===== src/usp_defines.svh =====
// Offsets, field positions, reset values and timing counts of the serial port
`ifndef USP_DEFINES_SVH
`define USP_DEFINES_SVH

// Register addresses on the special function register port
`define USP_ADDR_CTRL      8'hA0
`define USP_ADDR_BUF       8'hA1
`define USP_ADDR_STAT      8'h91

// Reset values
`define USP_CTRL_RESET     8'h00
`define USP_STAT_RESET     8'h00

// Control register fields
`define USP_CTRL_MODE_HI   7
`define USP_CTRL_MODE_LO   6
`define USP_CTRL_RXALLOW   4
`define USP_CTRL_TXNINTH   3
`define USP_CTRL_RXNINTH   2
`define USP_CTRL_TXDONE    1
`define USP_CTRL_RXDONE    0

// Status and clock select fields
`define USP_STAT_FE        7
`define USP_STAT_OV        6
`define USP_STAT_COL       5
`define USP_STAT_HALF      4
`define USP_STAT_TXSEL_HI  3
`define USP_STAT_TXSEL_LO  2
`define USP_STAT_RXSEL_HI  1
`define USP_STAT_RXSEL_LO  0

// Timing counts in core clock cycles or baud ticks, and frame lengths in bits
`define USP_M0_DIV         4'hC
`define USP_M0_HALF        4'h6
`define USP_OVERSAMPLE     4'hF
`define USP_MID_SAMPLE     4'h7
`define USP_M0_BITS        4'h8
`define USP_M1_BITS        4'hA
`define USP_M23_BITS       4'hB

`endif


===== src/usp_pkg.sv =====
// Types shared by the serial port design
package usp_pkg;
	typedef enum logic [1:0] {USP_MODE0, USP_MODE1, USP_MODE2, USP_MODE3} usp_mode_type;
	typedef enum {USP_TX_IDLE, USP_TX_RUN} usp_tx_state_type;
	typedef enum {USP_RX_IDLE, USP_RX_START, USP_RX_DATA, USP_RX_SYNC} usp_rx_state_type;
endpackage


===== src/usp_serial_port.sv =====
// Serial port: four framing modes, status and clock select, two-entry receive buffer
`timescale 1ns/1ns
`default_nettype none
`include "usp_defines.svh"

module usp_serial_port
	import usp_pkg::*;
(
	// Clock and reset
	input  wire logic       clk,
	input  wire logic       arst_n,
	// Special function register port
	input  wire logic [7:0] sfr_addr,
	input  wire logic       sfr_wr,
	input  wire logic       sfr_rd,
	input  wire logic [7:0] sfr_wdata,
	output logic      [7:0] sfr_rdata,
	// Timer overflow pulses, bit 0 is timer 1
	input  wire logic [3:0] timer_ovf,
	// Serial data pin, open-drain in mode 0
	input  wire logic       serial_data_in,
	output logic            serial_data_out,
	output logic            serial_data_oe,
	// Shift clock in mode 0, transmit line otherwise
	output logic            shift_clock_pin,
	// Interrupt request level
	output logic            serial_irq
);

	// Picks one timer overflow pulse by a two-bit select
	function automatic logic pick_ovf(input logic [3:0] ovf, input logic [1:0] sel);
		pick_ovf = ovf[sel];
	endfunction

	// Register state
	usp_mode_type     mode;
	logic             receive_allow_bit;
	logic             tx_ninth;
	logic             transmit_done_flag;
	logic             receive_done_flag;
	logic             framing_error_flag;
	logic             receive_overrun_flag;
	logic             write_collision_flag;
	logic             baud_halving_control;
	logic [1:0]       tx_sel;
	logic [1:0]       rx_sel;
	logic [8:0]       rx_hold;
	logic             rx_unread;

	// Engine state
	usp_tx_state_type tx_state;
	usp_rx_state_type rx_state;
	logic [10:0]      tx_shift;
	logic [3:0]       tx_bits;
	logic [3:0]       tx_os;
	logic [3:0]       rx_bits;
	logic [3:0]       rx_os;
	logic [9:0]       rx_shift;
	logic [3:0]       m0_cnt;
	logic [1:0]       m2_cnt;
	logic             tx_half;
	logic             rx_half;
	logic             rx_push;
	logic [8:0]       rx_word;

	// Two-entry receive buffer
	logic [8:0]       fifo_mem [2];
	logic             fifo_wp;
	logic             fifo_rp;
	logic [1:0]       fifo_cnt;

	// Decoded strobes
	logic wr_ctrl;
	logic wr_buf;
	logic wr_stat;
	logic rd_buf;
	assign wr_ctrl = sfr_wr && (sfr_addr == `USP_ADDR_CTRL);
	assign wr_buf  = sfr_wr && (sfr_addr == `USP_ADDR_BUF);
	assign wr_stat = sfr_wr && (sfr_addr == `USP_ADDR_STAT);
	assign rd_buf  = sfr_rd && (sfr_addr == `USP_ADDR_BUF);

	// Baud ticks: mode 2 from the core clock, modes 1 and 3 from timers
	logic m2_tick;
	logic tx_src;
	logic rx_src;
	logic tx_tick;
	logic rx_tick;
	assign m2_tick = baud_halving_control ? m2_cnt[0] : (m2_cnt == 2'h3);
	assign tx_src  = pick_ovf(timer_ovf, tx_sel);
	assign rx_src  = pick_ovf(timer_ovf, rx_sel);
	// Halving drops every other overflow when the control bit is 0
	assign tx_tick = (mode == USP_MODE2) ? m2_tick
		: tx_src && (baud_halving_control || tx_half);
	assign rx_tick = (mode == USP_MODE2) ? m2_tick
		: rx_src && (baud_halving_control || rx_half);

	// Frame shape per mode
	logic [3:0] tx_len;
	logic [3:0] rx_last;
	assign tx_len  = (mode == USP_MODE0) ? `USP_M0_BITS
		: (mode == USP_MODE1) ? `USP_M1_BITS : `USP_M23_BITS;
	assign rx_last = (mode == USP_MODE1) ? 4'h8 : 4'h9;

	// Bit steps
	logic m0_busy;
	logic m0_end;
	logic tx_step;
	logic tx_done_set;
	logic tx_start;
	logic fifo_ready;
	logic m0_rx_go;
	assign m0_busy     = (mode == USP_MODE0) && ((tx_state == USP_TX_RUN) || (rx_state == USP_RX_SYNC));
	assign m0_end      = m0_busy && (m0_cnt == `USP_M0_DIV - 4'h1);
	assign tx_step     = (tx_state == USP_TX_RUN) && ((mode == USP_MODE0) ? m0_end
		: (tx_tick && (tx_os == `USP_OVERSAMPLE)));
	assign tx_done_set = tx_step && (tx_bits == tx_len - 4'h1);
	assign tx_start    = wr_buf && (tx_state == USP_TX_IDLE);
	assign fifo_ready  = (fifo_cnt != 2'h2);
	// Receive only with receive allowed, done flag clear, buffer room and line free;
	// the push cycle is blocked too, as the done flag only shows one cycle later
	assign m0_rx_go    = (mode == USP_MODE0) && receive_allow_bit && !receive_done_flag
		&& fifo_ready && (tx_state == USP_TX_IDLE) && !tx_start
		&& !rx_push;

	// Prescalers for mode 2 and the timer halving stages
	always_ff @(posedge clk or negedge arst_n)
	begin
		if (!arst_n)
		begin
			m2_cnt  <= 2'h0;
			tx_half <= 1'b0;
			rx_half <= 1'b0;
		end
		else
		begin
			m2_cnt  <= m2_cnt + 2'h1;
			tx_half <= tx_half ^ tx_src;
			rx_half <= rx_half ^ rx_src;
		end
	end

	// Mode 0 bit timer, twelve core clocks per bit
	always_ff @(posedge clk or negedge arst_n)
	begin
		if (!arst_n)
			m0_cnt <= 4'h0;
		else if (!m0_busy || m0_end)
			m0_cnt <= 4'h0;
		else
			m0_cnt <= m0_cnt + 4'h1;
	end

	// Transmitter; a write during a frame is dropped, not queued
	always_ff @(posedge clk or negedge arst_n)
	begin
		if (!arst_n)
		begin
			tx_state <= USP_TX_IDLE;
			tx_shift <= 11'h7FF;
			tx_bits  <= 4'h0;
			tx_os    <= 4'h0;
		end
		else if (tx_start)
		begin
			tx_state <= USP_TX_RUN;
			tx_bits  <= 4'h0;
			tx_os    <= 4'h0;
			if (mode == USP_MODE0)
				tx_shift <= {3'h7, sfr_wdata};
			else if (mode == USP_MODE1)
				tx_shift <= {2'h3, sfr_wdata, 1'b0};
			else
				tx_shift <= {1'b1, tx_ninth, sfr_wdata, 1'b0};
		end
		else if (tx_state == USP_TX_RUN)
		begin
			if (tx_tick && mode != USP_MODE0)
				tx_os <= tx_os + 4'h1;
			if (tx_step)
			begin
				tx_shift <= {1'b1, tx_shift[10:1]};
				tx_bits  <= tx_bits + 4'h1;
				if (tx_done_set)
					tx_state <= USP_TX_IDLE;
			end
		end
	end

	// Receiver; a word that meets a full buffer is lost and flagged
	always_ff @(posedge clk or negedge arst_n)
	begin
		if (!arst_n)
		begin
			rx_state <= USP_RX_IDLE;
			rx_bits  <= 4'h0;
			rx_os    <= 4'h0;
			rx_shift <= 10'h000;
			rx_push  <= 1'b0;
			rx_word  <= 9'h000;
		end
		else
		begin
			rx_push <= 1'b0;
			case (rx_state)
				USP_RX_IDLE:
				begin
					rx_bits <= 4'h0;
					rx_os   <= 4'h0;
					if (m0_rx_go)
						rx_state <= USP_RX_SYNC;
					else if (mode != USP_MODE0 && receive_allow_bit && rx_tick && !serial_data_in)
						rx_state <= USP_RX_START;
				end
				USP_RX_START:
				begin
					if (rx_tick)
						rx_os <= rx_os + 4'h1;
					// Start bit must still be low at mid-bit, else it was a glitch
					if (rx_tick && rx_os == `USP_MID_SAMPLE)
					begin
						rx_os    <= 4'h0;
						rx_state <= serial_data_in ? USP_RX_IDLE : USP_RX_DATA;
					end
				end
				USP_RX_DATA:
				begin
					if (rx_tick)
						rx_os <= rx_os + 4'h1;
					if (rx_tick && rx_os == `USP_OVERSAMPLE)
					begin
						rx_shift[rx_bits] <= serial_data_in;
						rx_bits           <= rx_bits + 4'h1;
						if (rx_bits == rx_last)
						begin
							rx_state <= USP_RX_IDLE;
							rx_push  <= 1'b1;
							// Mode 1 keeps the stop bit as the ninth bit
							rx_word  <= {(mode == USP_MODE1) ? serial_data_in : rx_shift[8],
								rx_shift[7:0]};
						end
					end
				end
				USP_RX_SYNC:
				begin
					// Sample at the rising shift clock edge
					if (m0_cnt == `USP_M0_HALF)
					begin
						rx_shift[rx_bits] <= serial_data_in;
						rx_bits           <= rx_bits + 4'h1;
						if (rx_bits == `USP_M0_BITS - 4'h1)
						begin
							rx_state <= USP_RX_IDLE;
							rx_push  <= 1'b1;
							rx_word  <= {1'b0, serial_data_in, rx_shift[6:0]};
						end
					end
				end
				default:
					rx_state <= USP_RX_IDLE;
			endcase
		end
	end

	// Receive buffer and holding register; bypass when both are empty
	logic fifo_push;
	logic fifo_pop;
	logic bypass;
	assign bypass    = rx_push && (fifo_cnt == 2'h0) && !rx_unread;
	assign fifo_push = rx_push && fifo_ready && !bypass;
	assign fifo_pop  = (fifo_cnt != 2'h0) && !rx_unread;
	always_ff @(posedge clk or negedge arst_n)
	begin
		if (!arst_n)
		begin
			fifo_wp   <= 1'b0;
			fifo_rp   <= 1'b0;
			fifo_cnt  <= 2'h0;
			rx_hold   <= 9'h000;
			rx_unread <= 1'b0;
		end
		else
		begin
			if (fifo_push)
			begin
				fifo_mem[fifo_wp] <= rx_word;
				fifo_wp           <= ~fifo_wp;
			end
			if (fifo_pop)
				fifo_rp <= ~fifo_rp;
			fifo_cnt <= fifo_cnt + {1'b0, fifo_push} - {1'b0, fifo_pop};
			if (bypass)
				rx_hold <= rx_word;
			else if (fifo_pop)
				rx_hold <= fifo_mem[fifo_rp];
			if (bypass || fifo_pop)
				rx_unread <= 1'b1;
			else if (rd_buf)
				rx_unread <= 1'b0;
		end
	end

	// Control register; hardware set wins over a software clear
	always_ff @(posedge clk or negedge arst_n)
	begin
		if (!arst_n)
		begin
			mode               <= USP_MODE0;
			receive_allow_bit  <= 1'b0;
			tx_ninth           <= 1'b0;
			transmit_done_flag <= 1'b0;
			receive_done_flag  <= 1'b0;
		end
		else
		begin
			if (wr_ctrl)
			begin
				mode              <= usp_mode_type'(sfr_wdata[`USP_CTRL_MODE_HI:`USP_CTRL_MODE_LO]);
				receive_allow_bit <= sfr_wdata[`USP_CTRL_RXALLOW];
				tx_ninth          <= sfr_wdata[`USP_CTRL_TXNINTH];
			end
			transmit_done_flag <= (wr_ctrl ? transmit_done_flag && sfr_wdata[`USP_CTRL_TXDONE]
				: transmit_done_flag) || tx_done_set;
			receive_done_flag  <= (wr_ctrl ? receive_done_flag && sfr_wdata[`USP_CTRL_RXDONE]
				: receive_done_flag) || bypass || fifo_pop
				|| (rx_push && mode == USP_MODE0);
		end
	end

	// Status and clock select register; error flags are sticky
	logic fe_set;
	assign fe_set = (rx_state == USP_RX_DATA) && rx_tick && (rx_os == `USP_OVERSAMPLE)
		&& (rx_bits == rx_last) && !serial_data_in;
	always_ff @(posedge clk or negedge arst_n)
	begin
		if (!arst_n)
		begin
			framing_error_flag   <= 1'b0;
			receive_overrun_flag <= 1'b0;
			write_collision_flag <= 1'b0;
			baud_halving_control <= 1'b0;
			tx_sel               <= 2'h0;
			rx_sel               <= 2'h0;
		end
		else
		begin
			framing_error_flag   <= (wr_stat ? framing_error_flag && sfr_wdata[`USP_STAT_FE]
				: framing_error_flag) || fe_set;
			receive_overrun_flag <= (wr_stat ? receive_overrun_flag && sfr_wdata[`USP_STAT_OV]
				: receive_overrun_flag) || (rx_push && !fifo_ready);
			write_collision_flag <= (wr_stat ? write_collision_flag && sfr_wdata[`USP_STAT_COL]
				: write_collision_flag) || (wr_buf && tx_state == USP_TX_RUN);
			if (wr_stat)
			begin
				baud_halving_control <= sfr_wdata[`USP_STAT_HALF];
				tx_sel <= sfr_wdata[`USP_STAT_TXSEL_HI:`USP_STAT_TXSEL_LO];
				rx_sel <= sfr_wdata[`USP_STAT_RXSEL_HI:`USP_STAT_RXSEL_LO];
			end
		end
	end

	// Read data, one cycle after the read strobe; unmapped reads give zero
	always_ff @(posedge clk or negedge arst_n)
	begin
		if (!arst_n)
			sfr_rdata <= 8'h00;
		else if (sfr_addr == `USP_ADDR_CTRL)
			sfr_rdata <= {mode, 1'b0, receive_allow_bit, tx_ninth, rx_hold[8],
				transmit_done_flag, receive_done_flag};
		else if (sfr_addr == `USP_ADDR_BUF)
			sfr_rdata <= rx_hold[7:0];
		else if (sfr_addr == `USP_ADDR_STAT)
			sfr_rdata <= {framing_error_flag, receive_overrun_flag, write_collision_flag,
				baud_halving_control, tx_sel, rx_sel};
		else
			sfr_rdata <= 8'h00;
	end

	// Pins; the data pin is only ever pulled low, never driven high
	always_ff @(posedge clk or negedge arst_n)
	begin
		if (!arst_n)
		begin
			serial_data_oe  <= 1'b0;
			shift_clock_pin <= 1'b1;
		end
		else if (mode == USP_MODE0)
		begin
			serial_data_oe  <= (tx_state == USP_TX_RUN) && !tx_shift[0];
			shift_clock_pin <= !m0_busy || (m0_cnt >= `USP_M0_HALF);
		end
		else
		begin
			serial_data_oe  <= 1'b0;
			shift_clock_pin <= (tx_state == USP_TX_RUN) ? tx_shift[0] : 1'b1;
		end
	end
	assign serial_data_out = 1'b0;

	// Interrupt enabling is done by the core's interrupt controller
	assign serial_irq = transmit_done_flag || receive_done_flag;

	// Checks
	m0_bit_time_a: assert property (@(posedge clk) disable iff (!arst_n)
		(mode == USP_MODE0 && tx_step && tx_bits < 4'h6 && !wr_ctrl) |-> ##12 tx_step)
		else $error("mode 0 bit time is not twelve clocks");
	tx_done_flag_a: assert property (@(posedge clk) disable iff (!arst_n)
		tx_done_set |=> transmit_done_flag && tx_state == USP_TX_IDLE)
		else $error("transmit done not set at end of frame");
	m0_rx_gate_a: assert property (@(posedge clk) disable iff (!arst_n)
		(rx_state == USP_RX_IDLE ##1 rx_state == USP_RX_SYNC) |->
			$past(receive_allow_bit) && !$past(receive_done_flag))
		else $error("mode 0 reception started while not allowed");
	rx_done_delay_a: assert property (@(posedge clk) disable iff (!arst_n)
		bypass |=> receive_done_flag && rx_unread)
		else $error("receive done not set one cycle after last bit");
	irq_follow_a: assert property (@(posedge clk) disable iff (!arst_n)
		$rose(transmit_done_flag) || $rose(receive_done_flag) |-> serial_irq)
		else $error("interrupt request missing");
	open_drain_a: assert property (@(posedge clk) disable iff (!arst_n)
		(mode == USP_MODE0 && tx_state == USP_TX_RUN) |=>
			serial_data_oe == !$past(tx_shift[0]) && serial_data_out == 1'b0)
		else $error("data pin not driven open-drain");
	frame_error_a: assert property (@(posedge clk) disable iff (!arst_n)
		fe_set |=> framing_error_flag ##1 framing_error_flag)
		else $error("frame error flag not raised on low stop bit");
	overrun_set_a: assert property (@(posedge clk) disable iff (!arst_n)
		(rx_push && !fifo_ready) |=> receive_overrun_flag)
		else $error("overrun flag not raised");
	collision_set_a: assert property (@(posedge clk) disable iff (!arst_n)
		(wr_buf && tx_state == USP_TX_RUN) |=> write_collision_flag
			&& (tx_bits == $past(tx_bits) || $past(tx_step)))
		else $error("collision not flagged");
	m0_rx_halt_a: assert property (@(posedge clk) disable iff (!arst_n)
		(mode == USP_MODE0 && rx_push) |=> receive_done_flag && rx_state == USP_RX_IDLE)
		else $error("mode 0 reception did not halt after a byte");
	flags_sticky_a: assert property (@(posedge clk) disable iff (!arst_n)
		(receive_overrun_flag && !wr_stat) |=> receive_overrun_flag)
		else $error("overrun flag cleared by hardware");

endmodule // usp_serial_port
`default_nettype wire


===== config.mk =====
export PLATFORM = sky130hd
export DESIGN_NAME = usp_serial_port
export DESIGN_NICKNAME = d
export VERILOG_FILES = /design/src/usp_pkg.sv /design/src/usp_serial_port.sv
export VERILOG_INCLUDE_DIRS = /design/src /design/src/src
export SDC_FILE = /design/constraint.sdc
export NUM_CORES = 1
export LEC_CHECK = 0
export BUFFER_PORTS_ARGS = -buffer_cell sky130_fd_sc_hd__buf_2
export CAP_MARGIN = 30
export CORE_MARGIN = 5
export CORE_UTILIZATION = 45
export CTS_CLUSTER_SIZE = 8
export DETAILED_ROUTE_END_ITERATION = 10
export GPL_ROUTABILITY_DRIVEN = 0
export SYNTH_ARGS = -nofsm -noshare
export SYNTH_HDL_FRONTEND = slang
export SYNTH_SLANG_ARGS = --single-unit

===== constraint.sdc =====
create_clock -name clk -period 4.5 [get_ports clk]
set_input_delay 0.675 -clock clk [delete_from_list [all_inputs] [get_ports clk]]
set_output_delay 0.675 -clock clk [all_outputs]
set_load 0.01 [all_outputs]

==> qor.txt, run 1 <==
first-iteration detailed-routing DRC count: 252
first-pass GRT wire length: 18240 um
Netlist Area Pre-Place: 5383 um2
DR pass1 iterations: 4
Gate power share: 19.4%
Fillers: 1066
DR WL/cell: 17.16 um
Final period util: 56.22%
Total Power: 2.620 mW
WP data arrival: 2.80 ns
die width: 119.4 um
internal power: 1.820 mW
Post-synth EDFFs: 18
Clk Latency, worst-skew pair: 0.35 ns
remaining antenna violation count: 0
mean post-synth cell area: 12.04 um2
Rel. slew slack: 35.61%
Root Buffer: clkbuf_16
element type at the critical path end: register
PD cells: 437.4 nW/um2
Worst EP required: 4.77 ns
area leader, netlist: dfrtp_1
CTS clk-pin slew, worst paths: 0.08 ns
CTS Hold Buffers Added: 0
Tmin final: 2.530 ns
Final Hold Viols: 0
final net count: 525
Setup TNS: 0 ns
post-synth top area share: 38.59%
final WL: 10880 um
clock share of power: 30.1%
CTS buffer count: 9
die height: 119.4 um
Yosys reg bits: 112
Rows: 40
Core ar.: 11860 um2
via count: 3501
Fmax achieved: 395.3 MHz
CTS HTree Levels: 3
Clock Path Buffers: 2
Flop pwr share: 50.5%
Hold Path Class: input pin to async pin
ys async rst share: 83.93%
Post-Syn Nets: 490
CTS tree: built
ys flop type: dfrtp_1
Worst Path Max Fanout: 17
most frequent cells in the layout: dfrtp_1, nor2_1, buf_2
Synth warnings: 0
Sink Count: 112
grt ovf: 0
worst-margin pin slew: 0.9659 ns
worst vdd ir: 0.0001899 V
Layout area overhead: 11.30%
setup bufs post-CTS: 0
Cells after Synth: 447
most common cell after layout, fill and taps aside: dfrtp_1
Leak: 2.787 nW
status: finished clean
vias per cell: 5.522
largest net degree at the start of global routing: 68
initial antenna violation count: 0
Net Sw Frac: 30.53%
port buffer count: 35
vias in the first global route: 3490
Top Ports: 37
Critical Path Start Type: register
post-synthesis sequential area ratio: 54.00%
# diodes: 0
GRT Overall Usage: 16.05%
CP Class: register to register
Final Max Tran Viols: 0
post-DP HPWL: 7840 um
RSZ-0062 raised after global routing: false
final count of negative-setup-slack endpoints: 0
drc violations: 0
total die area: 14250 um2
Initial Util: 45.38%
switching power: 800.0 uW
post-CTS sizing: 0
MaxCap Viol Count: 0
Yosys cell types: 62
clock skew: 0.004786 ns
largest cells by area after synthesis: dfrtp_1, edfxtp_1, mux2_2, dfstp_2, ha_1
layout cell share with drive strength beyond 1: 24.44%
[cell type report]
type | count | area (um2) | share of cell area, %
inverters | 24 | 90.09 | 1.504
multi-input cells | 295 | 2302 | 38.43
repair buffers | 40 | 215.2 | 3.592
well taps | 147 | 183.9 | 3.070
clock inverters | 7 | 67.56 | 1.128
clock buffers | 9 | 225.2 | 3.759
flip-flops and latches | 112 | 2907 | 48.52
[cell families after synthesis]
group / Yosys count / share of synthesized area (%)
flops: 112 / 54.00
buf+inv: 40 / 3.347
compound gates: 68 / 9.740
mux: 63 / 13.71
simple gates: 130 / 12.51
fa+ha+maj: 18 / 4.184
xor+xnor: 15 / 2.441
other cells: 1 / 0.06967
[worst paths after layout]
kind	from	endpoint	slack [ns]	cells after the start
setup / recovery	tx_sel[0]$_DFFE_PN0P_	tx_shift[7]$_DFFE_PN1P_	1.97	6
min in group clk	m2_cnt[0]$_DFF_PN0_	m2_cnt[0]$_DFF_PN0_	0.45	1
max in group asynchronous	arst_n	rx_bits[1]$_DFFE_PN0P_	3.07	2
hold reg to reg	m2_cnt[0]$_DFF_PN0_	m2_cnt[0]$_DFF_PN0_	0.45	1
hold / removal	arst_n	rx_word[2]$_DFFE_PN0P_	0.25	1
setup reg to reg	tx_sel[0]$_DFFE_PN0P_	tx_shift[7]$_DFFE_PN1P_	1.97	6
[stage by stage]
| step | setup WS, ns | utilization (%) | std cells | hold WS (ns) | instance area, um2 |
|---|---|---|---|---|---|
| finish | 1.970 | 50.51 | 634 | 0.2474 | 5991 |
| global route | 1.843 | 50.51 | 634 | 0.2757 | 5991 |
| CTS | 1.958 | 50.51 | 634 | 0.2529 | 5991 |
| detailed placement | 1.654 | 48.04 | 618 | 0.4489 | 5698 |
| global placement | 1.657 | 47.97 | 617 | 0.4308 | 5690 |
| floorplan | 2.031 | - | 447 | 0.3794 | 5383 |
[cell usage after synthesis, drive strengths merged (2+ instances only)]
master / number
a32o: 2
a31oi: 2
buf: 10
a21oi: 11
nor4b: 4
or2: 3
mux2: 39
nor4: 2
o21bai: 3
clkbuf: 6
xnor2: 10
mux2i: 22
nor2: 45
nand2b: 4
dfrtp: 83
dfstp: 11
nor3b: 2
xor2: 5
nor2b: 3
nand4b: 2
or3: 3
and3: 4
or4: 3
o21ai: 17
nor3: 4
and2: 2
a222oi: 7
nand2: 19
ha: 18
a21o: 2
nand3: 19
mux4: 2
inv: 24
o211ai: 3
edfxtp: 18
nand3b: 3
a221o: 10
nand4: 4
[layer usage]
layer,wire length [um],vias to the layer above,global-route usage (%)
met5,0,-,0
met3,393,11,2.896
met4,150,0,5.440
met2,5028,54,25.36
met1,5307,1740,22.39
li1,-,1696,-
[critical path, cell delays in order, from the launching register on]
cell and delay (ns):
dfrtp_1 0.43, mux4_2 0.59, o211a_1 0.20, o311ai_4 0.67, mux2_2 0.41, nor2_1 0.10
a21oi_1 0.05
[power by group through the flow]
stage / clock network, mW / registers (mW) / logic [mW]
3_3_place_gp: 0 / 1.34 / 0.497
6_report: 0.789 / 1.32 / 0.509
2_1_floorplan: 0 / 1.27 / 0.433
4_1_cts: 0.805 / 1.33 / 0.514
5_1_grt: 0.848 / 1.34 / 0.569
3_5_place_dp: 0 / 1.34 / 0.514
[state kept, by name (all words and copies together) (netlist names), 2 cells and up]
| signal | cells |
|---|---|
| tx_shift | 10 |
| fifo_mem | 18 |
| m2_cnt | 2 |
| tx_os | 4 |
| rx_state | 2 |
| rx_word | 9 |
| rx_hold | 9 |
| m0_cnt | 4 |
| rx_sel | 2 |
| tx_bits | 4 |
| sfr_rdata | 8 |
| rx_os | 4 |
| rx_shift | 9 |
| tx_sel | 2 |
| rx_bits | 4 |
| fifo_cnt | 2 |
| mode | 2 |
Power figures use the tool's default switching activity.
==> inputs of run 2 (changes only) <==
--- a/config.mk
+++ b/config.mk
@@ -6,6 +6,7 @@
 export SDC_FILE = /design/constraint.sdc
 export NUM_CORES = 1
 export LEC_CHECK = 0
+export ABC_AREA = 1
 export BUFFER_PORTS_ARGS = -buffer_cell sky130_fd_sc_hd__buf_2
 export CAP_MARGIN = 30
 export CORE_MARGIN = 5
==> constraint.sdc (replaced) <==
create_clock -name clk -period 2.2 [get_ports clk]
set_input_delay 0.33 -clock clk [delete_from_list [all_inputs] [get_ports clk]]
set_output_delay 0.33 -clock clk [all_outputs]
set_load 0.01 [all_outputs]
==> run 2 against run 1 <==
  * Final cell count up 33%
  * Combinational power up 88%
  * Die area up 3.7%
  * Core utilization up 1.3 points
  * Global-route usage up 0.87 points
  * Wire length up 8.2%
  * Synthesized cell count up 41%
  * Clock skew up 0.0024 ns
  * Critical path depth up 4
  * Critical path type unchanged
==> qor.txt, run 2 <==
Cells after Synth: 629
Yosys cell types: 42
Tmin final: 1.887 ns
CTS HTree Levels: 3
Post-Syn Nets: 672
drc violations: 0
Synth warnings: 0
Final period util: 85.76%
Final Hold Viols: 0
GRT Overall Usage: 16.92%
Worst Reg-to-Reg Cells: 10
CTS buffer count: 9
clock skew: 0.007152 ns
most frequent cells in the layout: nand2_1, dfrtp_1, inv_1
Layout area overhead: 12.04%
area leader, netlist: dfrtp_1
first-pass GRT wire length: 19710 um
final WL: 11770 um
WP data arrival: 2.13 ns
largest net degree at the start of global routing: 95
post-DP HPWL: 8575 um
top cells by count, synth: nand2_1, dfrtp_1, inv_1, nand3_1, nor2_1
ys async rst share: 83.93%
total die area: 14780 um2
post-synthesis sequential area ratio: 51.89%
Core ar.: 12110 um2
Yosys reg bits: 112
Clock Path Buffers: 2
Setup TNS: 0 ns
Critical Path Start Type: register
Top Ports: 37
count leader, synth: nand2_1
PD cells: 797.9 nW/um2
Worst Path Max Fanout: 18
post-CTS sizing: 0
Fmax achieved: 530.0 MHz
M1 WL: 6053 um
Worst EP required: 2.44 ns
cell area after layout: 6276 um2
Sink Count: 112
Rows: 40
post-synth top area share: 37.08%
final net count: 714
worst vdd ir: 0.0003850 V
MaxCap Viol Count: 0
setup bufs post-CTS: 0
Post-Layout Cell Count: 844
# diodes: 0
largest cells by area after synthesis: dfrtp_1, nand2_1, edfxtp_1, dfstp_2, inv_1
most common cell after layout, fill and taps aside: nand2_1
Placed Instance Area: 5979 um2
RSZ-0062 raised after global routing: false
ys flop type: dfrtp_1
remaining antenna violation count: 0
CTS tree: built
die width: 121.6 um
port buffer count: 35
Netlist Area Pre-Place: 5602 um2
top flop regs: fifo_mem x18, tx_shift x10
DR pass1 iterations: 4
Clk Latency, worst-skew pair: 0.36 ns
layout cell share with drive strength beyond 1: 16.42%
Placed Instances: 828
Hold Slack: 0.03197 ns
mean post-synth cell area: 8.906 um2
Leak: 2.884 nW
initial antenna violation count: 0
top routing layer in use: met4
Post-synth EDFFs: 18
grt ovf: 0
worst-margin pin slew: 0.5842 ns
status: finished clean
register with the most flip-flops: fifo_mem
reg2reg end: rx_word[5]$_DFFE_PN0P_
Final Util: 51.82%
routed length on met2: 5058 um
DR WL/cell: 13.94 um
Rel. slew slack: 60.79%
reg-to-reg setup timing slack: 0.31 ns
CTS Hold Buffers Added: 0
Root Buffer: clkbuf_16
die height: 121.6 um
R2R Path Start: rx_sel[0]$_DFFE_PN0P_
Hold Path Class: input pin to async pin
CTS clk-pin slew, worst paths: 0.07 ns
via count: 4155
final count of negative-setup-slack endpoints: 0
element type at the critical path end: register
first-iteration detailed-routing DRC count: 329
vias in the first global route: 3867
Largest register FFs: 18
met3 WL: 463 um
Fillers: 1139
Initial Util: 46.25%
CP Class: register to register
Final Max Tran Viols: 0
vias per cell: 4.923
## run 2: cell count changes in the layout (fill, tap and decap cells not counted), moves of 8 or more
cell,before,now
o21ai_1,1,36
nor3_1,2,10
inv_2,0,12
mux2_2,30,0
a221o_1,10,0
inv_1,24,65
o21ai_2,0,9
mux2i_1,22,8
mux2_4,9,0
nand2_1,19,174
o221ai_1,0,13
nand3_1,19,42
## run 2: cell families after synthesis
logic type | synth area share (%)
simple gates | 22.76
flops | 51.89
compound gates | 11.17
buf+inv | 6.634
fa+ha+maj | 4.021
xor+xnor | 2.033
mux | 1.430
other cells | 0.06694
## run 2: worst max path at each step
stage,endpoint,startpoint,cells after the start,slack [ns]
2_1_floorplan,fifo_mem[0][0]$_DFFE_PP_,rx_push$_DFF_PN0_,5,0.42
3_3_place_gp,rx_word[7]$_DFFE_PN0P_,rx_sel[0]$_DFFE_PN0P_,10,0.37
3_5_place_dp,rx_word[5]$_DFFE_PN0P_,rx_sel[0]$_DFFE_PN0P_,10,0.33
4_1_cts,rx_word[5]$_DFFE_PN0P_,rx_sel[0]$_DFFE_PN0P_,10,0.31
5_1_grt,rx_word[8]$_DFFE_PN0P_,rx_sel[0]$_DFFE_PN0P_,10,0.12
6_report,rx_word[5]$_DFFE_PN0P_,rx_sel[0]$_DFFE_PN0P_,10,0.31
## run 2: area by class of cell
cell class / instances / area (um2) / share of cell area [%]
timing repair buffer: 42 / 242.7 / 3.868
inverter: 79 / 296.5 / 4.725
clock inverter: 6 / 67.56 / 1.077
sequential: 112 / 2907 / 46.31
clock buffer: 10 / 229.0 / 3.648
multi-input combinational: 427 / 2323 / 37.02
tap: 168 / 210.2 / 3.349
## run 2: metal layers
metal | vias up | GRT usage (%)
met5 | - | 0
met4 | 0 | 6.443
met3 | 14 | 3.250
met2 | 69 | 25.15
met1 | 1930 | 24.60
li1 | 2142 | -
## run 2: critical path: stages (launching register included)
cell,delay (ns)
dfrtp_1,0.40
inv_2,0.09
nand2_1,0.05
nand3_1,0.09
nand3_1,0.12
nand2_1,0.21
nand3_2,0.12
nand2_2,0.22
nand3_4,0.26
nand2_1,0.15
o21ai_2,0.05
## run 2: through the flow
step	power [mW]	setup WS [ns]
2_1_floorplan	3.169	0.4196
3_3_place_gp	3.376	0.3657
3_5_place_dp	3.401	0.3254
4_1_cts	5.064	0.3116
5_1_grt	5.313	0.1156
6_report	5.008	0.3132
## run 2: where the power goes
| group | total, mW | switching, mW | internal (mW) | leakage [nW] |
|---|---|---|---|---|
| sequential | 2.40 | 0.135 | 2.26 | 1.38 |
| clock | 1.65 | 0.764 | 0.891 | 0.141 |
| combinational | 0.957 | 0.644 | 0.313 | 1.36 |
==> inputs of run 3 (changes only) <==
--- a/config.mk
+++ b/config.mk
@@ -9,7 +9,7 @@
 export ABC_AREA = 1
 export BUFFER_PORTS_ARGS = -buffer_cell sky130_fd_sc_hd__buf_2
 export CAP_MARGIN = 30
-export CORE_MARGIN = 5
+export CORE_MARGIN = 2
 export CORE_UTILIZATION = 45
 export CTS_CLUSTER_SIZE = 8
 export DETAILED_ROUTE_END_ITERATION = 10
==> run 3 against run 2 <==
  * Worst setup slack lost 0.062 ns
  * Die area shrank 9.6%
  * First-iteration DRC count shrank 24%
  * Combinational power grew 2.1%
  * Worst hold slack gained 0.19 ns
  * Total power shrank 0.90%
  * Clock power shrank 4%
  * Count of clock-buffer cells in the layout shrank 1
  * Via count grew 0.51%
==> qor.txt, run 3 (synthesized netlist as in run 2, its figures left out) <==
Hold Path Class: input pin to register
Top Ports: 37
post-CTS sizing: 0
GRT Overall Usage: 19.47%
Final period util: 88.57%
reg-to-reg setup timing slack: 0.25 ns
Final Max Tran Viols: 0
Fmax achieved: 513.2 MHz
Tmin final: 1.948 ns
Clock Path Buffers: 2
grt ovf: 0
Root Buffer: clkbuf_16
first-pass GRT wire length: 20320 um
CTS Hold Buffers Added: 1
drc violations: 0
Net Sw Frac: 31.98%
Final Util: 52.03%
Fillers: 1108
vias in the first global route: 4143
final count of negative-setup-slack endpoints: 0
CTS clk-pin slew, worst paths: 0.07 ns
Critical Path Start Type: register
remaining antenna violation count: 0
switching power: 1.587 mW
RSZ-0062 raised after global routing: false
worst-margin pin slew: 0.5666 ns
Sink Count: 112
via count: 4176
multi-input logic area: 2323 um2
status: finished clean
Leak: 2.897 nW
Gate power share: 19.7%
# diodes: 0
most common cell after layout, fill and taps aside: nand2_1
clock share of power: 31.9%
Worst EP required: 2.43 ns
MaxCap Viol Count: 0
top flop regs: fifo_mem x18, tx_shift x10
internal power: 3.376 mW
FF/Latch Area: 2907 um2
Final Hold Viols: 0
DR pass1 iterations: 4
die width: 115.6 um
Clk Latency, worst-skew pair: 0.35 ns
PD cells: 790.7 nW/um2
setup bufs post-CTS: 0
hold path depth: 3
vias per cell: 4.930
worst slack at placement: 0.2546 ns
register with the most flip-flops: fifo_mem
CTS buffer count: 9
DR WL/cell: 14.05 um
CTS tree: built
first-iteration detailed-routing DRC count: 250
CTS HTree Levels: 3
Flop pwr share: 48.4%
die height: 115.6 um
most frequent cells in the layout: nand2_1, dfrtp_1, inv_1
CP Class: register to register
Setup TNS: 0 ns
Largest register FFs: 18
total die area: 13360 um2
largest net degree at the start of global routing: 36
Core ar.: 12060 um2
Worst Path Max Fanout: 18
hold worst-path end: baud_halving_control$_DFFE_PN0P_
Initial Util: 46.44%
worst vdd ir: 0.0003604 V
Layout area overhead: 12.04%
Post-Layout Cell Count: 847
R2R Path Start: rx_sel[0]$_DFFE_PN0P_
reg2reg end: rx_word[2]$_DFFE_PN0P_
element type at the critical path end: register
Rel. slew slack: 62.23%
Hold Startpoint: sfr_wdata[4]
initial antenna violation count: 0
post-DP HPWL: 8789 um
Total Power: 4.963 mW
final net count: 717
Worst Reg-to-Reg Cells: 10
WP data arrival: 2.18 ns
Rows: 40
final WL: 11900 um
PnR worst setup slack: 0.2515 ns
port buffer count: 35
layout cell share with drive strength beyond 1: 16.94%
Placed Instances: 830
clock skew: 0.009978 ns
run 3: routing by layer:
| layer | GRT usage (%) | wire, um | vias up |
|---|---|---|---|
| met2 | 31.15 | 5540 | 76 |
| met4 | 4.739 | 65 | 0 |
| li1 | - | - | 2149 |
| met1 | 27.08 | 5880 | 1947 |
| met3 | 4.393 | 417 | 4 |
| met5 | 0 | 0 | - |
run 3: cell type report:
class	count	area share [%]
Clock inverter	7	0.9370
Tap cell	168	3.349
Inverter	79	4.725
Multi-Input combinational cell	427	37.02
Sequential cell	112	46.31
Clock buffer	9	3.589
Timing Repair Buffer	45	4.067
run 3: through the flow:
step                      hold WS [ns]  cell area (um2)
final                           0.2202             6276
after detailed placement        0.1296             5982
after CTS                       0.2071             6276
after global routing            0.2299             6276
after floorplan                0.03441             5602
after global placement          0.1286             5982
run 3: power groups by stage:
stage	Sequential (mW)	Combinational, mW	Clock [mW]
final	2.40	0.977	1.58
after global routing	2.43	1.14	1.71
after global placement	2.43	0.961	0
after floorplan	2.40	0.768	0
after CTS	2.40	0.984	1.63
after detailed placement	2.44	0.976	0
run 3: worst max-delay path: stages (launching register included):
cell,delay (ns)
dfrtp_1,0.41
inv_2,0.09
nand2_1,0.05
nand3_1,0.09
nand3_1,0.08
nand2_1,0.25
nand3_2,0.15
nand2_2,0.24
nand3_4,0.26
nand2_1,0.15
o21ai_2,0.06
run 3: worst max path at each step:
| stage | depth (start not counted) | slack [ns] | to | from |
|---|---|---|---|---|
| final | 10 | 0.25 | rx_word[2]$_DFFE_PN0P_ | rx_sel[0]$_DFFE_PN0P_ |
| after global routing | 10 | 0.07 | rx_word[1]$_DFFE_PN0P_ | rx_sel[0]$_DFFE_PN0P_ |
| after CTS | 10 | 0.24 | rx_word[2]$_DFFE_PN0P_ | rx_sel[0]$_DFFE_PN0P_ |
| after detailed placement | 10 | 0.25 | rx_word[2]$_DFFE_PN0P_ | rx_sel[0]$_DFFE_PN0P_ |
| after global placement | 10 | 0.35 | rx_word[7]$_DFFE_PN0P_ | rx_sel[0]$_DFFE_PN0P_ |
| after floorplan | 5 | 0.42 | fifo_mem[0][0]$_DFFE_PP_ | rx_push$_DFF_PN0_ |
